==> src/inc/vic_consts.vh <==
`ifndef VIC_CONSTS_VH
`define VIC_CONSTS_VH
// Register offsets (word index on the plain register port)
`define VIC_ADDR_W 6
`define VIC_REG_FASTSEL 6'h00
`define VIC_REG_ENABLE 6'h01
`define VIC_REG_RAWSTAT 6'h02
`define VIC_REG_FASTSTAT 6'h03
`define VIC_REG_NORMSTAT 6'h04
`define VIC_REG_VECTADDR 6'h05
`define VIC_REG_PINSTAT 6'h06
`define VIC_REG_PINMASK 6'h07
`define VIC_REG_RISE_LO 6'h08
`define VIC_REG_RISE_HI 6'h09
`define VIC_REG_FALL_LO 6'h0A
`define VIC_REG_FALL_HI 6'h0B
`define VIC_REG_PRIO_BASE 6'h20
`define VIC_REG_ADDR_BASE 6'h10
// Reset values
`define VIC_ZERO32 32'h00000000
`define VIC_PRIO_RST 4'hF
// Line that carries the merged pin edge requests
`define VIC_EXT3_LINE 5'h11
// Map decode fields
`define VIC_PRIO_SEL_BIT 5
`define VIC_ADDR_SLOT_TAG 2'h1
`define VIC_ADDR_IDX_W 4
// Pins reachable through the low register of each pair
`define VIC_PIN_LO_W 32
`endif

==> src/hdl/vic_pin_edge.v <==
`timescale 1ns/1ps
// Edge detector for the port pins; pins are synchronous to core_clk
module vic_pin_edge #(
  parameter NPIN = 46
) (
  input wire core_clk,
  input wire rst,
  input wire [NPIN-1:0] pinIn,
  input wire [NPIN-1:0] riseEn,
  input wire [NPIN-1:0] fallEn,
  input wire [NPIN-1:0] clrMask,
  output reg [NPIN-1:0] pinStat_q
);
  // Previous pin levels
  reg [NPIN-1:0] pinPrev_q;
  // Edges seen this cycle
  wire [NPIN-1:0] edgeHit;

  assign edgeHit = (riseEn & pinIn & ~pinPrev_q) |
                   (fallEn & ~pinIn & pinPrev_q);

  // Sticky flags; a new edge wins over a clear
  always @(posedge core_clk) begin
    if (rst) begin
      pinPrev_q <= {NPIN{1'b0}};
      pinStat_q <= {NPIN{1'b0}};
    end else begin
      pinPrev_q <= pinIn;
      pinStat_q <= (pinStat_q & ~clrMask) | edgeHit;
    end
  end
endmodule // vic_pin_edge

==> src/hdl/vic_top.v <==
`timescale 1ns/1ps
`include "vic_consts.vh"
// Contract
// - 32 inputs, each fast or vectored
// - Fast class beats vectored class
// - Fast output ORs active fast requests
// - Readable word of requesting fast sources
// - Non-fast inputs vectored, programmable priority
// - Equal priority: lowest channel wins
// - Normal output ORs active vectored requests
// - Readable handler address of winner (zero for a winner on 16..31)
// - One line per peripheral, pre-combined
// - Port pins interrupt on chosen edges (pins 0..31 only; 32..45 never reach it)
// - Pin edges merged onto line 17
module vic_top #(
  parameter NIN = 32,
  parameter NPIN = 46,
  parameter PRIO_W = 4
) (
  input wire core_clk,
  input wire rst,
  input wire [NIN-1:0] irqIn,
  input wire [NPIN-1:0] pinIn,
  input wire [`VIC_ADDR_W-1:0] regAddr,
  input wire [31:0] regWdata,
  input wire regWr,
  input wire regRd,
  output reg [31:0] regRdata,
  output wire fastIrq,
  output wire normIrq,
  output wire pinIrq
);
  // Class select: 1 = fast
  reg [NIN-1:0] fastSel_q;
  // Per-input enable
  reg [NIN-1:0] enable_q;
  // Priority levels, 0 is most urgent
  reg [PRIO_W-1:0] prio_q [0:NIN-1];
  // Handler addresses
  reg [31:0] vecAddr_q [0:NIN-1];
  // Pin edge selects and mask
  reg [NPIN-1:0] riseEn_q;
  reg [NPIN-1:0] fallEn_q;
  reg [NPIN-1:0] pinMask_q;
  // Pin status from the edge detector
  wire [NPIN-1:0] pinStat;
  // Clear strobe to pin status
  reg [NPIN-1:0] pinClr;
  // Effective request lines
  wire [NIN-1:0] rawReq;
  wire [NIN-1:0] fastReq;
  wire [NIN-1:0] normReq;
  // Winner search results
  reg [31:0] winAddr;
  reg winFound;
  reg [PRIO_W-1:0] winPrio;
  integer i;

  // Limitations worth knowing before use:
  // only channels 0..15 own a handler slot, so a
  // winner on 16..31 reads back a zero address;
  // pins 32..45 latch edges but cannot be cleared
  // and never reach the pin interrupt, since the
  // status and mask words only carry the low pins.

  // Slot decode shared by the write and read paths
  // Upper half of the map holds priority slots
  function isPrioSlot(input [`VIC_ADDR_W-1:0] a);
    begin
      isPrioSlot = a[`VIC_PRIO_SEL_BIT];
    end
  endfunction

  // Handler address slots sit in the second quarter
  function isAddrSlot(input [`VIC_ADDR_W-1:0] a);
    begin
      isAddrSlot = (a[`VIC_ADDR_W-1:`VIC_ADDR_W-2] == `VIC_ADDR_SLOT_TAG);
    end
  endfunction

  // Channel number of a priority slot
  function [4:0] prioIdx(input [`VIC_ADDR_W-1:0] a);
    begin
      prioIdx = a[`VIC_PRIO_SEL_BIT-1:0];
    end
  endfunction

  // Channel number of a handler slot, 0..15 only
  function [4:0] addrIdx(input [`VIC_ADDR_W-1:0] a);
    begin
      addrIdx = {1'h0, a[`VIC_ADDR_IDX_W-1:0]};
    end
  endfunction

  // Priority level widened to a bus word
  function [31:0] prioWord(input [PRIO_W-1:0] p);
    begin
      prioWord = {{(32-PRIO_W){1'h0}}, p};
    end
  endfunction

  // Low pins of a pin field as a bus word
  function [31:0] lowWord(input [NPIN-1:0] v);
    begin
      lowWord = v[`VIC_PIN_LO_W-1:0];
    end
  endfunction

  // High pins of a pin field, zero padded
  function [31:0] hiWord(input [NPIN-1:0] v);
    begin
      hiWord = {{(64-NPIN){1'h0}}, v[NPIN-1:`VIC_PIN_LO_W]};
    end
  endfunction

  // Write data bits that land in the high pins
  function [NPIN-`VIC_PIN_LO_W-1:0] hiField(input [31:0] d);
    begin
      hiField = d[NPIN-`VIC_PIN_LO_W-1:0];
    end
  endfunction

  // Clear mask: low pins only, high pins never clear
  function [NPIN-1:0] w1cMask(input [31:0] d);
    begin
      w1cMask = {{(NPIN-`VIC_PIN_LO_W){1'h0}}, d};
    end
  endfunction

  // Place one request bit on the merge line
  function [NIN-1:0] lineBit(input b);
    begin
      lineBit = {{(NIN-1){1'h0}}, b} << `VIC_EXT3_LINE;
    end
  endfunction

  // Edge detection for the port pins
  vic_pin_edge #(
    .NPIN(NPIN)
  ) uPinEdge (
    .core_clk(core_clk),
    .rst(rst),
    .pinIn(pinIn),
    .riseEn(riseEn_q),
    .fallEn(fallEn_q),
    .clrMask(pinClr),
    .pinStat_q(pinStat)
  );

  // Pin interrupt is level while any unmasked flag stands
  assign pinIrq = |(pinStat & pinMask_q);

  // each line may be pre-combined
  // The merged line is still a normal line: class,
  // enable and priority apply to it like any other
  assign rawReq = irqIn | lineBit(pinIrq);

  assign fastReq = rawReq & enable_q & fastSel_q;
  assign normReq = rawReq & enable_q & ~fastSel_q;

  assign fastIrq = |fastReq;
  assign normIrq = |normReq;

  // Winner search over vectored requests
  always @* begin
    winAddr = `VIC_ZERO32;
    winFound = 1'b0;
    winPrio = {PRIO_W{1'b1}};
    for (i = 0; i < NIN; i = i + 1) begin
      if (normReq[i] && (!winFound || prio_q[i] < winPrio)) begin
        winFound = 1'b1;
        winPrio = prio_q[i];
        winAddr = vecAddr_q[i];
      end
    end
  end

  // Write-one-to-clear decode for pin status
  always @* begin
    pinClr = {NPIN{1'b0}};
    if (regWr && regAddr == `VIC_REG_PINSTAT) begin
      // Ones clear low pins; a same-cycle edge still wins
      pinClr = w1cMask(regWdata);
    end
  end

  // Register writes
  always @(posedge core_clk) begin
    if (rst) begin
      fastSel_q <= `VIC_ZERO32;
      enable_q <= `VIC_ZERO32;
      riseEn_q <= {NPIN{1'b0}};
      fallEn_q <= {NPIN{1'b0}};
      pinMask_q <= {NPIN{1'b0}};
      for (i = 0; i < NIN; i = i + 1) begin
        prio_q[i] <= `VIC_PRIO_RST;
        vecAddr_q[i] <= `VIC_ZERO32;
      end
    end else if (regWr) begin
      case (regAddr)
        `VIC_REG_FASTSEL: begin
          fastSel_q <= regWdata;
        end
        `VIC_REG_ENABLE: begin
          enable_q <= regWdata;
        end
        // Mask covers the low pins only
        `VIC_REG_PINMASK: begin
          pinMask_q[`VIC_PIN_LO_W-1:0] <= regWdata;
        end
        `VIC_REG_RISE_LO: begin
          riseEn_q[`VIC_PIN_LO_W-1:0] <= regWdata;
        end
        `VIC_REG_RISE_HI: begin
          riseEn_q[NPIN-1:`VIC_PIN_LO_W] <= hiField(regWdata);
        end
        `VIC_REG_FALL_LO: begin
          fallEn_q[`VIC_PIN_LO_W-1:0] <= regWdata;
        end
        `VIC_REG_FALL_HI: begin
          fallEn_q[NPIN-1:`VIC_PIN_LO_W] <= hiField(regWdata);
        end
        default: begin
          if (isPrioSlot(regAddr)) begin
            prio_q[prioIdx(regAddr)] <= regWdata[PRIO_W-1:0];
          end else if (isAddrSlot(regAddr)) begin
            // Address slots 0x10..0x1F hold channels 0..15 only
            vecAddr_q[addrIdx(regAddr)] <= regWdata;
          end
          // Anything else is ignored on purpose
        end
      endcase
    end
  end

  // Read data, one cycle after the strobe; zero otherwise
  always @(posedge core_clk) begin
    if (rst) begin
      regRdata <= `VIC_ZERO32;
    end else if (regRd) begin
      case (regAddr)
        // Class and enable words read back as written
        `VIC_REG_FASTSEL: regRdata <= fastSel_q;
        `VIC_REG_ENABLE: regRdata <= enable_q;
        // Raw lines before class split and enable
        `VIC_REG_RAWSTAT: regRdata <= rawReq;
        `VIC_REG_FASTSTAT: regRdata <= fastReq;
        // Enabled vectored requests
        `VIC_REG_NORMSTAT: regRdata <= normReq;
        `VIC_REG_VECTADDR: regRdata <= winAddr;
        // Only the low pins are visible in status and mask
        `VIC_REG_PINSTAT: regRdata <= lowWord(pinStat);
        `VIC_REG_PINMASK: regRdata <= lowWord(pinMask_q);
        // Edge selects, low and high halves
        `VIC_REG_RISE_LO: regRdata <= lowWord(riseEn_q);
        `VIC_REG_RISE_HI: regRdata <= hiWord(riseEn_q);
        `VIC_REG_FALL_LO: regRdata <= lowWord(fallEn_q);
        `VIC_REG_FALL_HI: regRdata <= hiWord(fallEn_q);
        default: begin
          // Priority slots
          if (isPrioSlot(regAddr)) begin
            regRdata <= prioWord(prio_q[prioIdx(regAddr)]);
          // Handler address slots
          end else if (isAddrSlot(regAddr)) begin
            regRdata <= vecAddr_q[addrIdx(regAddr)];
          // Unmapped words read as zero
          end else begin
            regRdata <= `VIC_ZERO32;
          end
        end
      endcase
    end else begin
      regRdata <= `VIC_ZERO32;
    end
  end
endmodule // vic_top

==> config.mk <==
export PLATFORM = sky130hd
export DESIGN_NAME = vic_top
export DESIGN_NICKNAME = d
export VERILOG_FILES = /design/src/hdl/vic_pin_edge.v /design/src/hdl/vic_top.v
export VERILOG_INCLUDE_DIRS = /design/src /design/src/inc
export SDC_FILE = /design/constraint.sdc
export NUM_CORES = 2
export LEC_CHECK = 0
export ABC_AREA = 1
export ABC_CLOCK_PERIOD_IN_PS = 47600
export BUFFER_PORTS_ARGS = -buffer_cell sky130_fd_sc_hd__buf_2
export CORE_ASPECT_RATIO = 1.2
export CORE_MARGIN = 3
export CORE_UTILIZATION = 45
export DETAILED_ROUTE_END_ITERATION = 8
export PLACE_DENSITY = 0.63
export SYNTH_ARGS = -nofsm -noshare
export SYNTH_HDL_FRONTEND = slang
export SYNTH_SLANG_ARGS = --single-unit
export TNS_END_PERCENT = 100
==> constraint.sdc <==
create_clock -name core_clk -period 47.6 [get_ports core_clk]
set_input_delay 11.9 -clock core_clk [delete_from_list [all_inputs] [get_ports core_clk]]
set_output_delay 11.9 -clock core_clk [all_outputs]
set_load 0.1 [all_outputs]
==> metrics <==
status=complete, no violations; GPL Wtd Cong=0.938; post-synthesis sequential area ratio=49.6%; largest net degree at the start of global routing=approximately 140; Initial Utilization=45.6%; Startpoint Class=input pin; Hold Violations, Final=0; TritonRoute pass-1 iters=7; DIE AREA=116000 µm²; CTS tree=done; hold buffers post-CTS=0; Via density=between 5 and 6; HP Class=reg2reg; WS Path Type=in2reg; Critical Path RT=48.11 ns; DR WL/cell=approximately 23 µm; H-tree lvl count=3; layout cells sized above 1=9.91%; Slowest-stage cell, CP=a21oi_1; core area=between 100000 and 150000 µm²; area fraction of the dominant cell type after synthesis=between 30% and 40%; cells after synthesis=6227; CP Max Fanout=70; footprint of the multi-input gates=21700 µm²; commonest non-fill, non-tap cells in the layout=nand2_1, o21ai_0, nor2_1; Final Cycle Share=between 90 and 100%; WHS Path Cells=2; final WL=180000 µm; IO buf count=140; GR Overflow Total=0; layout net count=6286; final setup TNS=0 ns; Setup Viol. Count Final=0; Clock Pin Slew Worst Setup and Hold Paths=0.06 ns; final core utilization=50.1%; ranking of synthesized cells by area=edfxtp_1, dfxtp_1, nand2_1; post-route ant nets=0; total track usage=30.1%; worst setup margin=3.13 ns; pre-CTS setup slack=0.775 ns; Max transition margin=19.0%; min cycle time layout=around 44 ns; number of global-route vias before repair=41800; Antenna Diode Count=0; hpwl dp=121000 µm; Max Clock Skew=0.0256 ns; Netlist Area Pre-Place=50200 µm²; Max-cap violations=0; largest stage delay on the critical path=0.46 ns; commonest non-fill, non-tap cell in the layout=nand2_1; FF-to-FF path depth=253; Remaining DRCs=0; area grow syn2layout=9.90%; Die W=311 µm; Sinks on Clock Net=between 900 and 1000; VDD IR max=approximately 33 µV; CP most frequent cell=nand2_4; Mapped Nets=6382; Post-CTS Setup Bufs=0; YS warnings=0; critical path endpoint category=flip-flop; number of synthesized flops with an enable pin=between 600 and 700; first-pass GRT wire length=about 270000 µm; routed vias=45900; register area=24900 µm²; worst-skew pair later-pin latency=0.69 ns; Arr. time, crit path=44.98 ns; Clk Tree Root Cell=clkbuf_16; Tightest Pin Transition=1.18 ns; unrepaired setup endpoints after global routing=false; Pleak=0.0233 µW; FMAX=0.0225 GHz; Bufs on Longest Clock Path=3; row count=133; syn avg cell area=8.06 µm²; post-CTS sizing=0; library cells used by synthesis=51; Yosys reg bits=924; asr flop ratio synth=0%; max-slew violation count=0; number of fill cells in the layout=between 10000 and 15000; CTS buffer count=93; Die H=around 370 µm; dominant cell type by area after synthesis=edfxtp_1; initial antenna violation count=2; Pwr per Cell Area=33.6 nW/µm²; Synth Flop Type=edfxtp_1; Pwr Total=1850 µW; I/O Pins=155; initial detailed-routing violation count=between 5000 and 6000
## critical path: cells and delay by family
family | cells | cell delay [ns]
and+or+nand+nor | 115 | 10.28
AOI/OAI and AO/OA | 55 | 10.05
adders and majority gates | 28 | 8.58
buffers and inverters | 56 | 4.11
## sequential cells by signal (all words and copies together) (netlist names)
signal / cells
vecAddr_q: 512
prio_q: 128
fallEn_q: 46
riseEn_q: 46
enable_q: 32
fastSel_q: 32
pinMask_q: 32
regRdata: 32
uPinEdge.pinPrev_q: 32
uPinEdge.pinStat_q: 32
## kinds of logic after synthesis
logic type	share of synthesized area, %
DFF	49.6
and+or+nand+nor	24.1
adders and majority gates	0.872
buffers and inverters	7.30
AOI/OAI and AO/OA	18.1
## through the flow
stage / hold slack, ns / std cells / area, µm²
finish: 0.451 / 7691 / 55200
CTS: 0.453 / 7691 / 55100
floorplan: 0.425 / 6227 / 50200
global route: 0.482 / 7691 / 55200
global placement: 0.439 / 7521 / 51900
detailed placement: 0.444 / 7521 / 51900
## synthesized netlist by cell type, types with 5 or more instances
cell              n
o221ai_1         16
dfxtp_1         284
clkbuf_1        403
inv_2            32
nor2_1          760
a211oi_1         28
nand3b_1         19
nor4_1           12
o21bai_1         29
or2_2             8
nand3_1         581
o21ai_1           6
clkinv_1         10
buf_4             5
nor3_1           31
a31oi_1         169
a22oi_1         160
edfxtp_1        640
nand2_1        1237
a2111oi_0        20
dlygate4sd3_1     9
nor3_2            5
buf_1            14
a22o_1            5
a221oi_1         34
inv_1           396
o22ai_1          48
o41ai_1          33
nand4_1          22
dlygate4sd1_1     6
buf_2             8
ha_1             35
nand2_4          45
buf_6            17
o2111ai_1        12
o21ai_0         775
a21oi_1         212
nand2_2          80
## cell type report
cell class | instances | area share [%]
clock buffers | 117 | 4.74
clock inverters | 53 | 1.15
inverters | 438 | 2.99
multi-input cells | 4400 | 39.4
flip-flops and latches | 924 | 45.1
well taps | 1485 | 3.37
repair buffers | 274 | 3.23
## metal layers
| layer | share of wire (%) | track usage [%] | wire, µm | up-vias |
|---|---|---|---|---|
| met2 | 44 | 46.8 | 79200 | 2448 |
| met5 | 0.015 | 0 | 27 | - |
| met1 | 41 | 41.4 | 74000 | 21700 |
| met3 | 9.6 | 4.14 | 17300 | 381 |
| met4 | 5.2 | 15.0 | 9420 | 4 |
| li1 | - | - | - | 21400 |
## worst paths after layout
check,from,to,slack (ns)
min,fallEn_q[43]$_SDFFE_PP0P_,fallEn_q[43]$_SDFFE_PP0P_,0.45
max reg2reg,enable_q[0]$_SDFFE_PP0P_,regRdata[0]$_SDFF_PP0_,14.02
max,irqIn[0],regRdata[0]$_SDFF_PP0_,3.13
min reg2reg,fallEn_q[43]$_SDFFE_PP0P_,fallEn_q[43]$_SDFFE_PP0P_,0.45
## power by group
| group | total [µW] | switching, µW | internal [µW] |
|---|---|---|---|
| sequential | 908 | 18.2 | 890 |
| combinational | 155 | 118 | 37.5 |
| clock | 791 | 331 | 460 |
| total | 1850 | 466 | 1390 |
Power figures use the tool's default switching activity.
